===== config.mk =====
export PLATFORM = sky130hd
export DESIGN_NAME = fra_access
export DESIGN_NICKNAME = d
export VERILOG_FILES = /design/src/hw/fra_decode.v /design/src/hw/fra_access.v
export VERILOG_INCLUDE_DIRS = /design/src /design/src/hw
export SDC_FILE = /design/constraint.sdc
export NUM_CORES = 1
export LEC_CHECK = 0
export BUFFER_PORTS_ARGS = -buffer_cell sky130_fd_sc_hd__buf_2
export CORE_MARGIN = 5
export CORE_UTILIZATION = 50
export CTS_CLUSTER_DIAMETER = 150
export DETAILED_ROUTE_END_ITERATION = 6
export GPL_TIMING_DRIVEN = 0
export PLACE_DENSITY = 0.84
export SLEW_MARGIN = 20
export SYNTH_ARGS = -nofsm -noshare
export SYNTH_HDL_FRONTEND = slang
export SYNTH_SLANG_ARGS = --single-unit

===== constraint.sdc =====
create_clock -name i_ref_clk -period 4.3 [get_ports i_ref_clk]
set_input_delay 0.86 -clock i_ref_clk [delete_from_list [all_inputs] [get_ports i_ref_clk]]
set_output_delay 0.86 -clock i_ref_clk [all_outputs]
set_load 0.01 [all_outputs]

===== src/hw/fra_consts.vh =====
/*
 * Constants for the flash region map and access permission logic:
 * region bases, page geometry, wait-state threshold and timing counts.
 * Assumes inclusion by bare name from the design files.
 */
`ifndef FRA_CONSTS_VH
`define FRA_CONSTS_VH

`define FRA_MAIN_BASE      32'h00000000
`define FRA_MAIN_TOP       32'h00008000
`define FRA_MAIN_LAST_PAGE 32'h00007C00
`define FRA_INFO_BASE      32'h0FE00000
`define FRA_INFO_TOP       32'h0FE10000
`define FRA_USER_BASE      32'h0FE00000
`define FRA_LOCK_BASE      32'h0FE04000
`define FRA_DEVINFO_BASE   32'h0FE08000
`define FRA_PAGE_BYTES     1024
`define FRA_PAGE_SHIFT     10
`define FRA_MAIN_PAGES     32
`define FRA_WS_LIMIT_HZ    16000000

// Region codes
`define FRA_RG_NONE    3'h0
`define FRA_RG_MAIN    3'h1
`define FRA_RG_USER    3'h2
`define FRA_RG_LOCK    3'h3
`define FRA_RG_DEVINFO 3'h4

// Operation codes
`define FRA_OP_READ  2'h0
`define FRA_OP_WRITE 2'h1
`define FRA_OP_ERASE 2'h2
`define FRA_OP_MASS  2'h3

// Energy states
`define FRA_EM_RUN   2'h0
`define FRA_EM_SLEEP 2'h1

// Masters
`define FRA_MS_CORE  2'h0
`define FRA_MS_DMA   2'h1
`define FRA_MS_DEBUG 2'h2

// Default flash operation times in reference clock cycles
`define FRA_WRITE_CYCLES 16'h0010
`define FRA_ERASE_CYCLES 16'h0100
`define FRA_SRAM_CYCLES  16'h0040

`endif


===== src/hw/fra_decode.v =====
/*
 * Address decoder: maps a byte address to a flash region and page index.
 * Assumes a 32-bit byte address; purely combinational.
 */
`include "fra_consts.vh"
`default_nettype none

module fra_decode (
    input  wire [31:0] i_addr,
    output reg  [2:0]  o_region,
    output wire [4:0]  o_page
);

    // Page index sits above the tenth address bit
    assign o_page = i_addr[`FRA_PAGE_SHIFT+4:`FRA_PAGE_SHIFT];

    // Region match; reserved gaps fall through to none
    always @* begin
        o_region = `FRA_RG_NONE;
        if (i_addr < `FRA_MAIN_TOP) begin
            o_region = `FRA_RG_MAIN;
        end else if (i_addr >= `FRA_USER_BASE && i_addr < `FRA_USER_BASE + `FRA_PAGE_BYTES) begin
            o_region = `FRA_RG_USER;
        end else if (i_addr >= `FRA_LOCK_BASE && i_addr < `FRA_LOCK_BASE + `FRA_PAGE_BYTES) begin
            o_region = `FRA_RG_LOCK;
        end else if (i_addr >= `FRA_DEVINFO_BASE && i_addr < `FRA_DEVINFO_BASE + `FRA_PAGE_BYTES) begin
            o_region = `FRA_RG_DEVINFO;
        end
    end

endmodule

`default_nettype wire


===== src/hw/fra_access.v =====
/*
 * Flash region map and access permission logic. Takes one request at a
 * time, checks region, master, operation and energy state, runs a timed
 * write or erase sequence, and reports completion, events and errors.
 * Assumes a single 50 MHz clock and that requesters hold i_req_valid
 * until o_req_ready; the flash array itself sits outside this block.
 */
// How it works
// - Main at zero, info block at high base
// - Pages are 1024 bytes, index from bit ten up
// - Main block up to 32 pages
// - Space above main and info is reserved
// - User data page readable, writable, erasable
// - Lock page: write any, erase debug only
// - Device info page is read only
// - Device erase clears every main page
// - Device erase leaves user data page alone
// - Page erase command clears user data page
// - Core and DMA both read and write
// - Access only in run or sleep states
// - Zero wait up to 16 MHz, else one
// - Core writes only in run; DMA also sleep
// - Pulse events at end of write, erase
// - Optional page erase abort on interrupt
// - Device erase: main, SRAM, then lock page
`include "fra_consts.vh"
`default_nettype none

module fra_access #(
    parameter        CORE_HZ      = 14000000,
    parameter [15:0] WRITE_CYCLES = `FRA_WRITE_CYCLES,
    parameter [15:0] ERASE_CYCLES = `FRA_ERASE_CYCLES,
    parameter [15:0] SRAM_CYCLES  = `FRA_SRAM_CYCLES
) (
    input  wire        i_ref_clk,
    input  wire        i_rst,
    input  wire        i_req_valid,
    input  wire [1:0]  i_req_master,
    input  wire [1:0]  i_req_op,
    input  wire [31:0] i_req_addr,
    input  wire [1:0]  i_energy_state,
    input  wire        i_erase_abort_en,
    input  wire        i_irq_pending,
    output reg         o_req_ready,
    output reg         o_done,
    output reg         o_bus_error,
    output reg  [1:0]  o_wait_states,
    output reg         o_flash_rd,
    output reg         o_flash_wr,
    output reg         o_flash_erase,
    output reg  [2:0]  o_flash_region,
    output reg  [4:0]  o_flash_page,
    output reg         o_sram_clear,
    output reg         o_write_done_evt,
    output reg         o_erase_done_evt,
    output reg         o_erase_aborted,
    output reg         o_erase_busy
);

    // Sequencer states
    localparam ST_IDLE  = 3'h0;
    localparam ST_READ  = 3'h1;
    localparam ST_WRITE = 3'h2;
    localparam ST_ERASE = 3'h3;
    localparam ST_MMAIN = 3'h4;
    localparam ST_MSRAM = 3'h5;
    localparam ST_MLB   = 3'h6;
    localparam ST_DONE  = 3'h7;

    // Wait states fixed by the core clock rate at build time
    localparam [1:0] WS = (CORE_HZ > `FRA_WS_LIMIT_HZ) ? 2'h1 : 2'h0;

    // Region and page of the address on the request lines
    wire [2:0] dec_region;
    wire [4:0] dec_page;

    fra_decode u_decode (
        .i_addr   (i_req_addr),
        .o_region (dec_region),
        .o_page   (dec_page)
    );

    // Permission check for one request
    function allowed;
        input [1:0] master;
        input [1:0] op;
        input [2:0] region;
        input [1:0] em;
        reg         em_ok;
        begin
            em_ok = (em == `FRA_EM_RUN) || (em == `FRA_EM_SLEEP);
            allowed = 1'b0;
            if (!em_ok) begin
                allowed = 1'b0;
            end else if (op == `FRA_OP_READ) begin
                allowed = (region != `FRA_RG_NONE);
            end else if (op == `FRA_OP_MASS) begin
                allowed = (master == `FRA_MS_DEBUG);
            end else if (master == `FRA_MS_CORE && em != `FRA_EM_RUN) begin
                allowed = 1'b0;
            end else if (master != `FRA_MS_CORE && master != `FRA_MS_DEBUG && op == `FRA_OP_ERASE) begin
                // DMA and the spare master code write but never erase
                allowed = 1'b0;
            end else begin
                case (region)
                    `FRA_RG_MAIN:    allowed = 1'b1;
                    `FRA_RG_USER:    allowed = 1'b1;
                    `FRA_RG_LOCK:    allowed = (op == `FRA_OP_WRITE) || (master == `FRA_MS_DEBUG);
                    `FRA_RG_DEVINFO: allowed = 1'b0;
                    default:         allowed = 1'b0;
                endcase
            end
        end
    endfunction

    // End of a countdown; shared by every timed phase
    function cnt_last;
        input [15:0] cnt;
        begin
            cnt_last = (cnt <= 16'h0001);
        end
    endfunction

    // Sequencer state, countdown and device erase page
    reg [2:0]  state;
    reg [15:0] count;
    reg [4:0]  mass_page;
    reg        wait_left;

    wire ok = allowed(i_req_master, i_req_op, dec_region, i_energy_state);
    // Abort only a page erase; device erase must always finish
    wire abort_now = i_erase_abort_en && i_irq_pending && state == ST_ERASE;

    // Main sequencer
    always @(posedge i_ref_clk or posedge i_rst) begin
        if (i_rst) begin
            state            <= ST_IDLE;
            count            <= 16'h0000;
            mass_page        <= 5'h00;
            wait_left        <= 1'b0;
            o_req_ready      <= 1'b0;
            o_done           <= 1'b0;
            o_bus_error      <= 1'b0;
            o_wait_states    <= 2'h0;
            o_flash_rd       <= 1'b0;
            o_flash_wr       <= 1'b0;
            o_flash_erase    <= 1'b0;
            o_flash_region   <= 3'h0;
            o_flash_page     <= 5'h00;
            o_sram_clear     <= 1'b0;
            o_write_done_evt <= 1'b0;
            o_erase_done_evt <= 1'b0;
            o_erase_aborted  <= 1'b0;
            o_erase_busy     <= 1'b0;
        end else begin
            o_wait_states    <= WS;
            o_req_ready      <= 1'b0;
            o_done           <= 1'b0;
            o_bus_error      <= 1'b0;
            o_write_done_evt <= 1'b0;
            o_erase_done_evt <= 1'b0;
            o_erase_aborted  <= 1'b0;
            case (state)
                ST_IDLE: begin
                    if (i_req_valid) begin
                        o_req_ready <= 1'b1;
                        if (!ok) begin
                            o_bus_error <= 1'b1;
                            o_done      <= 1'b1;
                            state       <= ST_DONE;
                        end else begin
                            o_flash_region <= dec_region;
                            o_flash_page   <= dec_page;
                            case (i_req_op)
                                `FRA_OP_READ: begin
                                    o_flash_rd <= 1'b1;
                                    wait_left  <= (WS != 2'h0);
                                    state      <= ST_READ;
                                end
                                `FRA_OP_WRITE: begin
                                    o_flash_wr <= 1'b1;
                                    count      <= WRITE_CYCLES;
                                    state      <= ST_WRITE;
                                end
                                `FRA_OP_ERASE: begin
                                    o_flash_erase <= 1'b1;
                                    count         <= ERASE_CYCLES;
                                    state         <= ST_ERASE;
                                end
                                default: begin
                                    // Device erase touches main pages and then the lock page, never the user page
                                    o_flash_region <= `FRA_RG_MAIN;
                                    o_flash_page   <= 5'h00;
                                    mass_page      <= 5'h00;
                                    o_flash_erase  <= 1'b1;
                                    o_erase_busy   <= 1'b1;
                                    count          <= ERASE_CYCLES;
                                    state          <= ST_MMAIN;
                                end
                            endcase
                        end
                    end
                end

                // Read strobe held one cycle more when a wait state is due
                ST_READ: begin
                    if (wait_left) begin
                        wait_left <= 1'b0;
                    end else begin
                        o_flash_rd <= 1'b0;
                        o_done     <= 1'b1;
                        state      <= ST_DONE;
                    end
                end

                // Write strobe stands for the whole programming time
                ST_WRITE: begin
                    if (cnt_last(count)) begin
                        o_flash_wr       <= 1'b0;
                        o_write_done_evt <= 1'b1;
                        o_done           <= 1'b1;
                        state            <= ST_DONE;
                    end else begin
                        count <= count - 16'h0001;
                    end
                end

                // Page erase; an enabled interrupt cuts it short
                ST_ERASE: begin
                    if (abort_now) begin
                        o_flash_erase   <= 1'b0;
                        o_erase_aborted <= 1'b1;
                        o_done          <= 1'b1;
                        state           <= ST_DONE;
                    end else if (cnt_last(count)) begin
                        o_flash_erase    <= 1'b0;
                        o_erase_done_evt <= 1'b1;
                        o_done           <= 1'b1;
                        state            <= ST_DONE;
                    end else begin
                        count <= count - 16'h0001;
                    end
                end

                ST_MMAIN: begin
                    // Walk every main page in turn
                    if (cnt_last(count)) begin
                        if (mass_page == 5'h1F) begin
                            o_flash_erase <= 1'b0;
                            o_sram_clear  <= 1'b1;
                            count         <= SRAM_CYCLES;
                            state         <= ST_MSRAM;
                        end else begin
                            mass_page    <= mass_page + 5'h01;
                            o_flash_page <= mass_page + 5'h01;
                            count        <= ERASE_CYCLES;
                        end
                    end else begin
                        count <= count - 16'h0001;
                    end
                end

                // SRAM clear runs between main and lock page erase
                ST_MSRAM: begin
                    if (cnt_last(count)) begin
                        o_sram_clear   <= 1'b0;
                        o_flash_region <= `FRA_RG_LOCK;
                        o_flash_page   <= 5'h00;
                        o_flash_erase  <= 1'b1;
                        count          <= ERASE_CYCLES;
                        state          <= ST_MLB;
                    end else begin
                        count <= count - 16'h0001;
                    end
                end

                // Lock page last, so debug unlocks only after a full wipe
                ST_MLB: begin
                    if (cnt_last(count)) begin
                        o_flash_erase    <= 1'b0;
                        o_erase_busy     <= 1'b0;
                        o_erase_done_evt <= 1'b1;
                        o_done           <= 1'b1;
                        state            <= ST_DONE;
                    end else begin
                        count <= count - 16'h0001;
                    end
                end

                ST_DONE: begin
                    // One idle cycle so a held valid is not taken twice
                    state <= ST_IDLE;
                end

                // Unused codes fall back to idle
                default: begin
                    state <= ST_IDLE;
                end
            endcase
        end
    end

endmodule

`default_nettype wire


==> results.py <==
metrics = {
    "synthesis": {
        "synth-seq-cells": 43,
        "synth_top_area_frac": 0.372,
        "syn_inst": 321,
        "synth_flop_cell": "dfrtp_1",
        "synth_area_um2": 2890,
        "synth_edf_count": 0,
        "syn_avg_cell_area_um2": 9.00,
        "ys_types": 67,
        "yosys_warnings": 0,
        "ys_top_cells_by_area": "dfrtp_1 37%, nand2_1 4.2%, nor2_1 4.0%, a22o_1 3.6%, ha_1 3.5%",
        "seq_area_frac_synth": 0.372,
        "synth_top_cell_by_area": "dfrtp_1",
        "async_reset_ff_frac": 1.00,
    },
    "global_route": {
        "grt_max_degree": 29,
        "grt_pass1_wl_um": 12300,
        "antenna_found_initial": 0,
        "grt_overflow": 0,
        "groute.usage.overall": 0.203,
        "grt_pass1_vias": 2632,
    },
    "timing": {
        "drv_slew": 0,
        "setup_tns_ps": 0,
        "period_needed_ps": 2940,
        "finalClockSkew_ps": 5.42,
        "fin_crit_sh": 0.684,
        "hold_viol": 0,
        "slew_headroom": 0.547,
        "final-setup-viol-count": 0,
        "worst_pin_slew_ps": 662,
        "rsz0062_at_grt": "no",
        "max_freq_ghz": 0.340,
    },
    "clock_tree": {
        "path_clk_slew_ps": 90,
        "htreeDepth": 2,
        "cts_made_buffers": 5,
        "cts_setup_buffers": 0,
        "cts_tree": "done",
        "clk-insertion-delay-late_ps": 300,
        "ctsHoldBuffers": 0,
        "cts_sinks": 43,
        "clockRootBuffer": "clkbuf_8",
        "clockBufferDepth": 2,
        "cts_resized": 0,
    },
    "critical_path": {
        "max_stage_delay_ps": 650,
        "arrival_ps": 3130,
        "cp_cell_sequence": "buf_2, inv_1, ha_1, nor2b_1, a2111oi_0, a21oi_1, o21ai_4, a32oi_4, mux2_4",
        "worst-r2r-cell-count": 10,
        "r2r_end": "count[9]",
        "path_class": "input port to flop",
        "endpoint_kind": "flop",
        "cp-start-kind": "input port",
        "cp.required_ps": 4490,
        "reg2reg_slack_ps": 1490,
        "crit_slowest_cell": "a2111oi_0",
        "cp_max_fo": 7,
        "rr_startpoint": "count[0]",
    },
    "route": {
        "post_drt_wl_per_cell_um": 16.0,
        "postRouteAntennaNets": 0,
        "drc": 0,
        "dr.first_iter.drc_count": 258,
        "viasPerCell": 6.08,
        "dr.pass1.iters": 5,
        "routed_wl_um": 7250,
        "vias": 2761,
    },
    "layout": {
        "finalNetCount": 432,
        "most-common-layout-cells": "54 x buf_2, 43 x dfrtp_1, 32 x nand2_1",
        "area_growth_pct": 15.9,
        "final_common_cell": "buf_2",
        "diodes": 0,
        "utilization": 0.600,
        "fillers": 501,
        "layout-drive-gt1-share": 0.233,
    },
    "floorplanning": {
        "fp.dieH_um": 86.0,
        "ioPinCount": 64,
        "die_x_um": 86.0,
        "floorplan.initialDensity": 0.518,
        "core-area_um2": 5570,
        "rows": 27,
        "die-area_um2": 7400,
    },
    "worst_hold_path": {
        "min_from": "o_flash_region[0]",
        "hp-class": "flop to flop",
        "worstHoldEndpoint": "o_flash_region[0]",
        "hold_depth": 1,
    },
    "placed_design": {
        "io_buffers": 51,
        "gp_congestion": 0.880,
        "hpwl_um": 5510,
    },
    "run_status": {
        "status": "finished, final reports clean",
    },
    "run": {
        "max_cap_viol_count": 0,
    },
    "pwr": {
        "vdd_drop_max_mv": 0.166,
        "power_density_nw_per_um2": 253,
        "p_leak_nw": 1.55,
    },
}
layer usage:
layer	GRT usage	share of wire	vias to the layer above
li1	-	-	1330
met1	0.282	0.45	1311
met2	0.320	0.47	102
met3	0.0375	0.066	18
met4	0.0619	0.015	0
met5	0	0	-
cell usage after synthesis (5+ instances only):
master	number
nor3_1	15
o21ai_0	8
nor2_1	31
a31oi_1	8
nand2_1	32
dfrtp_1	43
clkbuf_1	10
a21oi_1	17
a22o_1	12
nand3_1	12
inv_1	14
o2bb2ai_1	7
ha_1	8
o211ai_1	9
and2_1	5
final cells by class:
type                       count  area (µm²)  share of cell area
multi-input combinational    248        1680               0.502
timing repair buffer          52         275              0.0822
inverter                      14        52.6              0.0157
clock buffer                   5        68.8              0.0206
clock inverter                 3        20.0             0.00598
buffer                        17        82.6              0.0247
sequential                    43        1080               0.321
tap                           72        90.1              0.0269
critical path: cells and delay by family:
family                     cells  cell delay (ps)
AOI/OAI and AO/OA              4             1310
adders and majority gates      1              340
muxes                          1              340
buffers and inverters          2              200
and+or+nand+nor                1               80
worst max-delay path by stage:
stage / from / endpoint / slack, ps / cells after the start
6_report: i_req_op[1] / o_flash_page[4] / 1360 / 9
5_1_grt: i_req_op[1] / count[13] / 1270 / 10
4_1_cts: i_req_op[1] / o_flash_page[1] / 1410 / 9
3_5_place_dp: i_req_op[1] / state[1] / 1090 / 9
3_3_place_gp: i_req_op[1] / o_flash_page[4] / 1190 / 9
2_1_floorplan: i_req_addr[30] / o_flash_page[0] / 1630 / 6
where the power goes:
part	leakage, nW	total [mW]	internal (mW)	switching [mW]
Sequential	0.554	0.411	0.408	0.00312
Clock	0.0402	0.261	0.113	0.148
Combinational	0.956	0.173	0.0578	0.115
flip-flops by register name, summed over array words and instances (netlist names), 3 cells and up:
name,cells
count,16
state,3
o_flash_region,3
mass_page,5
o_flash_page,5
cell families (layout without fill, tap and decap cells):
family | count (synthesis) | count (layout) | synth area share
simple gates | 125 | 125 | 0.215
mux | 12 | 12 | 0.0494
xor+xnor | 2 | 2 | 0.00606
flops | 43 | 43 | 0.372
fa+ha+maj | 8 | 8 | 0.0346
buf+inv | 31 | 91 | 0.0468
compound gates | 99 | 99 | 0.274
other cells | 1 | 2 | 0.00130
metrics by stage:
| stage | total power, mW | cells | hold slack [ps] | cell area, µm² | setup WS, ps |
|---|---|---|---|---|---|
| 2_1_floorplan | 0.534 | 322 | 457 | 2890 | 1630 |
| 3_3_place_gp | 0.581 | 445 | 474 | 3240 | 1190 |
| 3_5_place_dp | 0.590 | 446 | 481 | 3260 | 1090 |
| 4_1_cts | 0.848 | 454 | 505 | 3350 | 1410 |
| 5_1_grt | 0.886 | 454 | 517 | 3350 | 1270 |
| 6_report | 0.845 | 454 | 502 | 3350 | 1360 |
No activity file was read; power rests on OpenSTA's default activity.
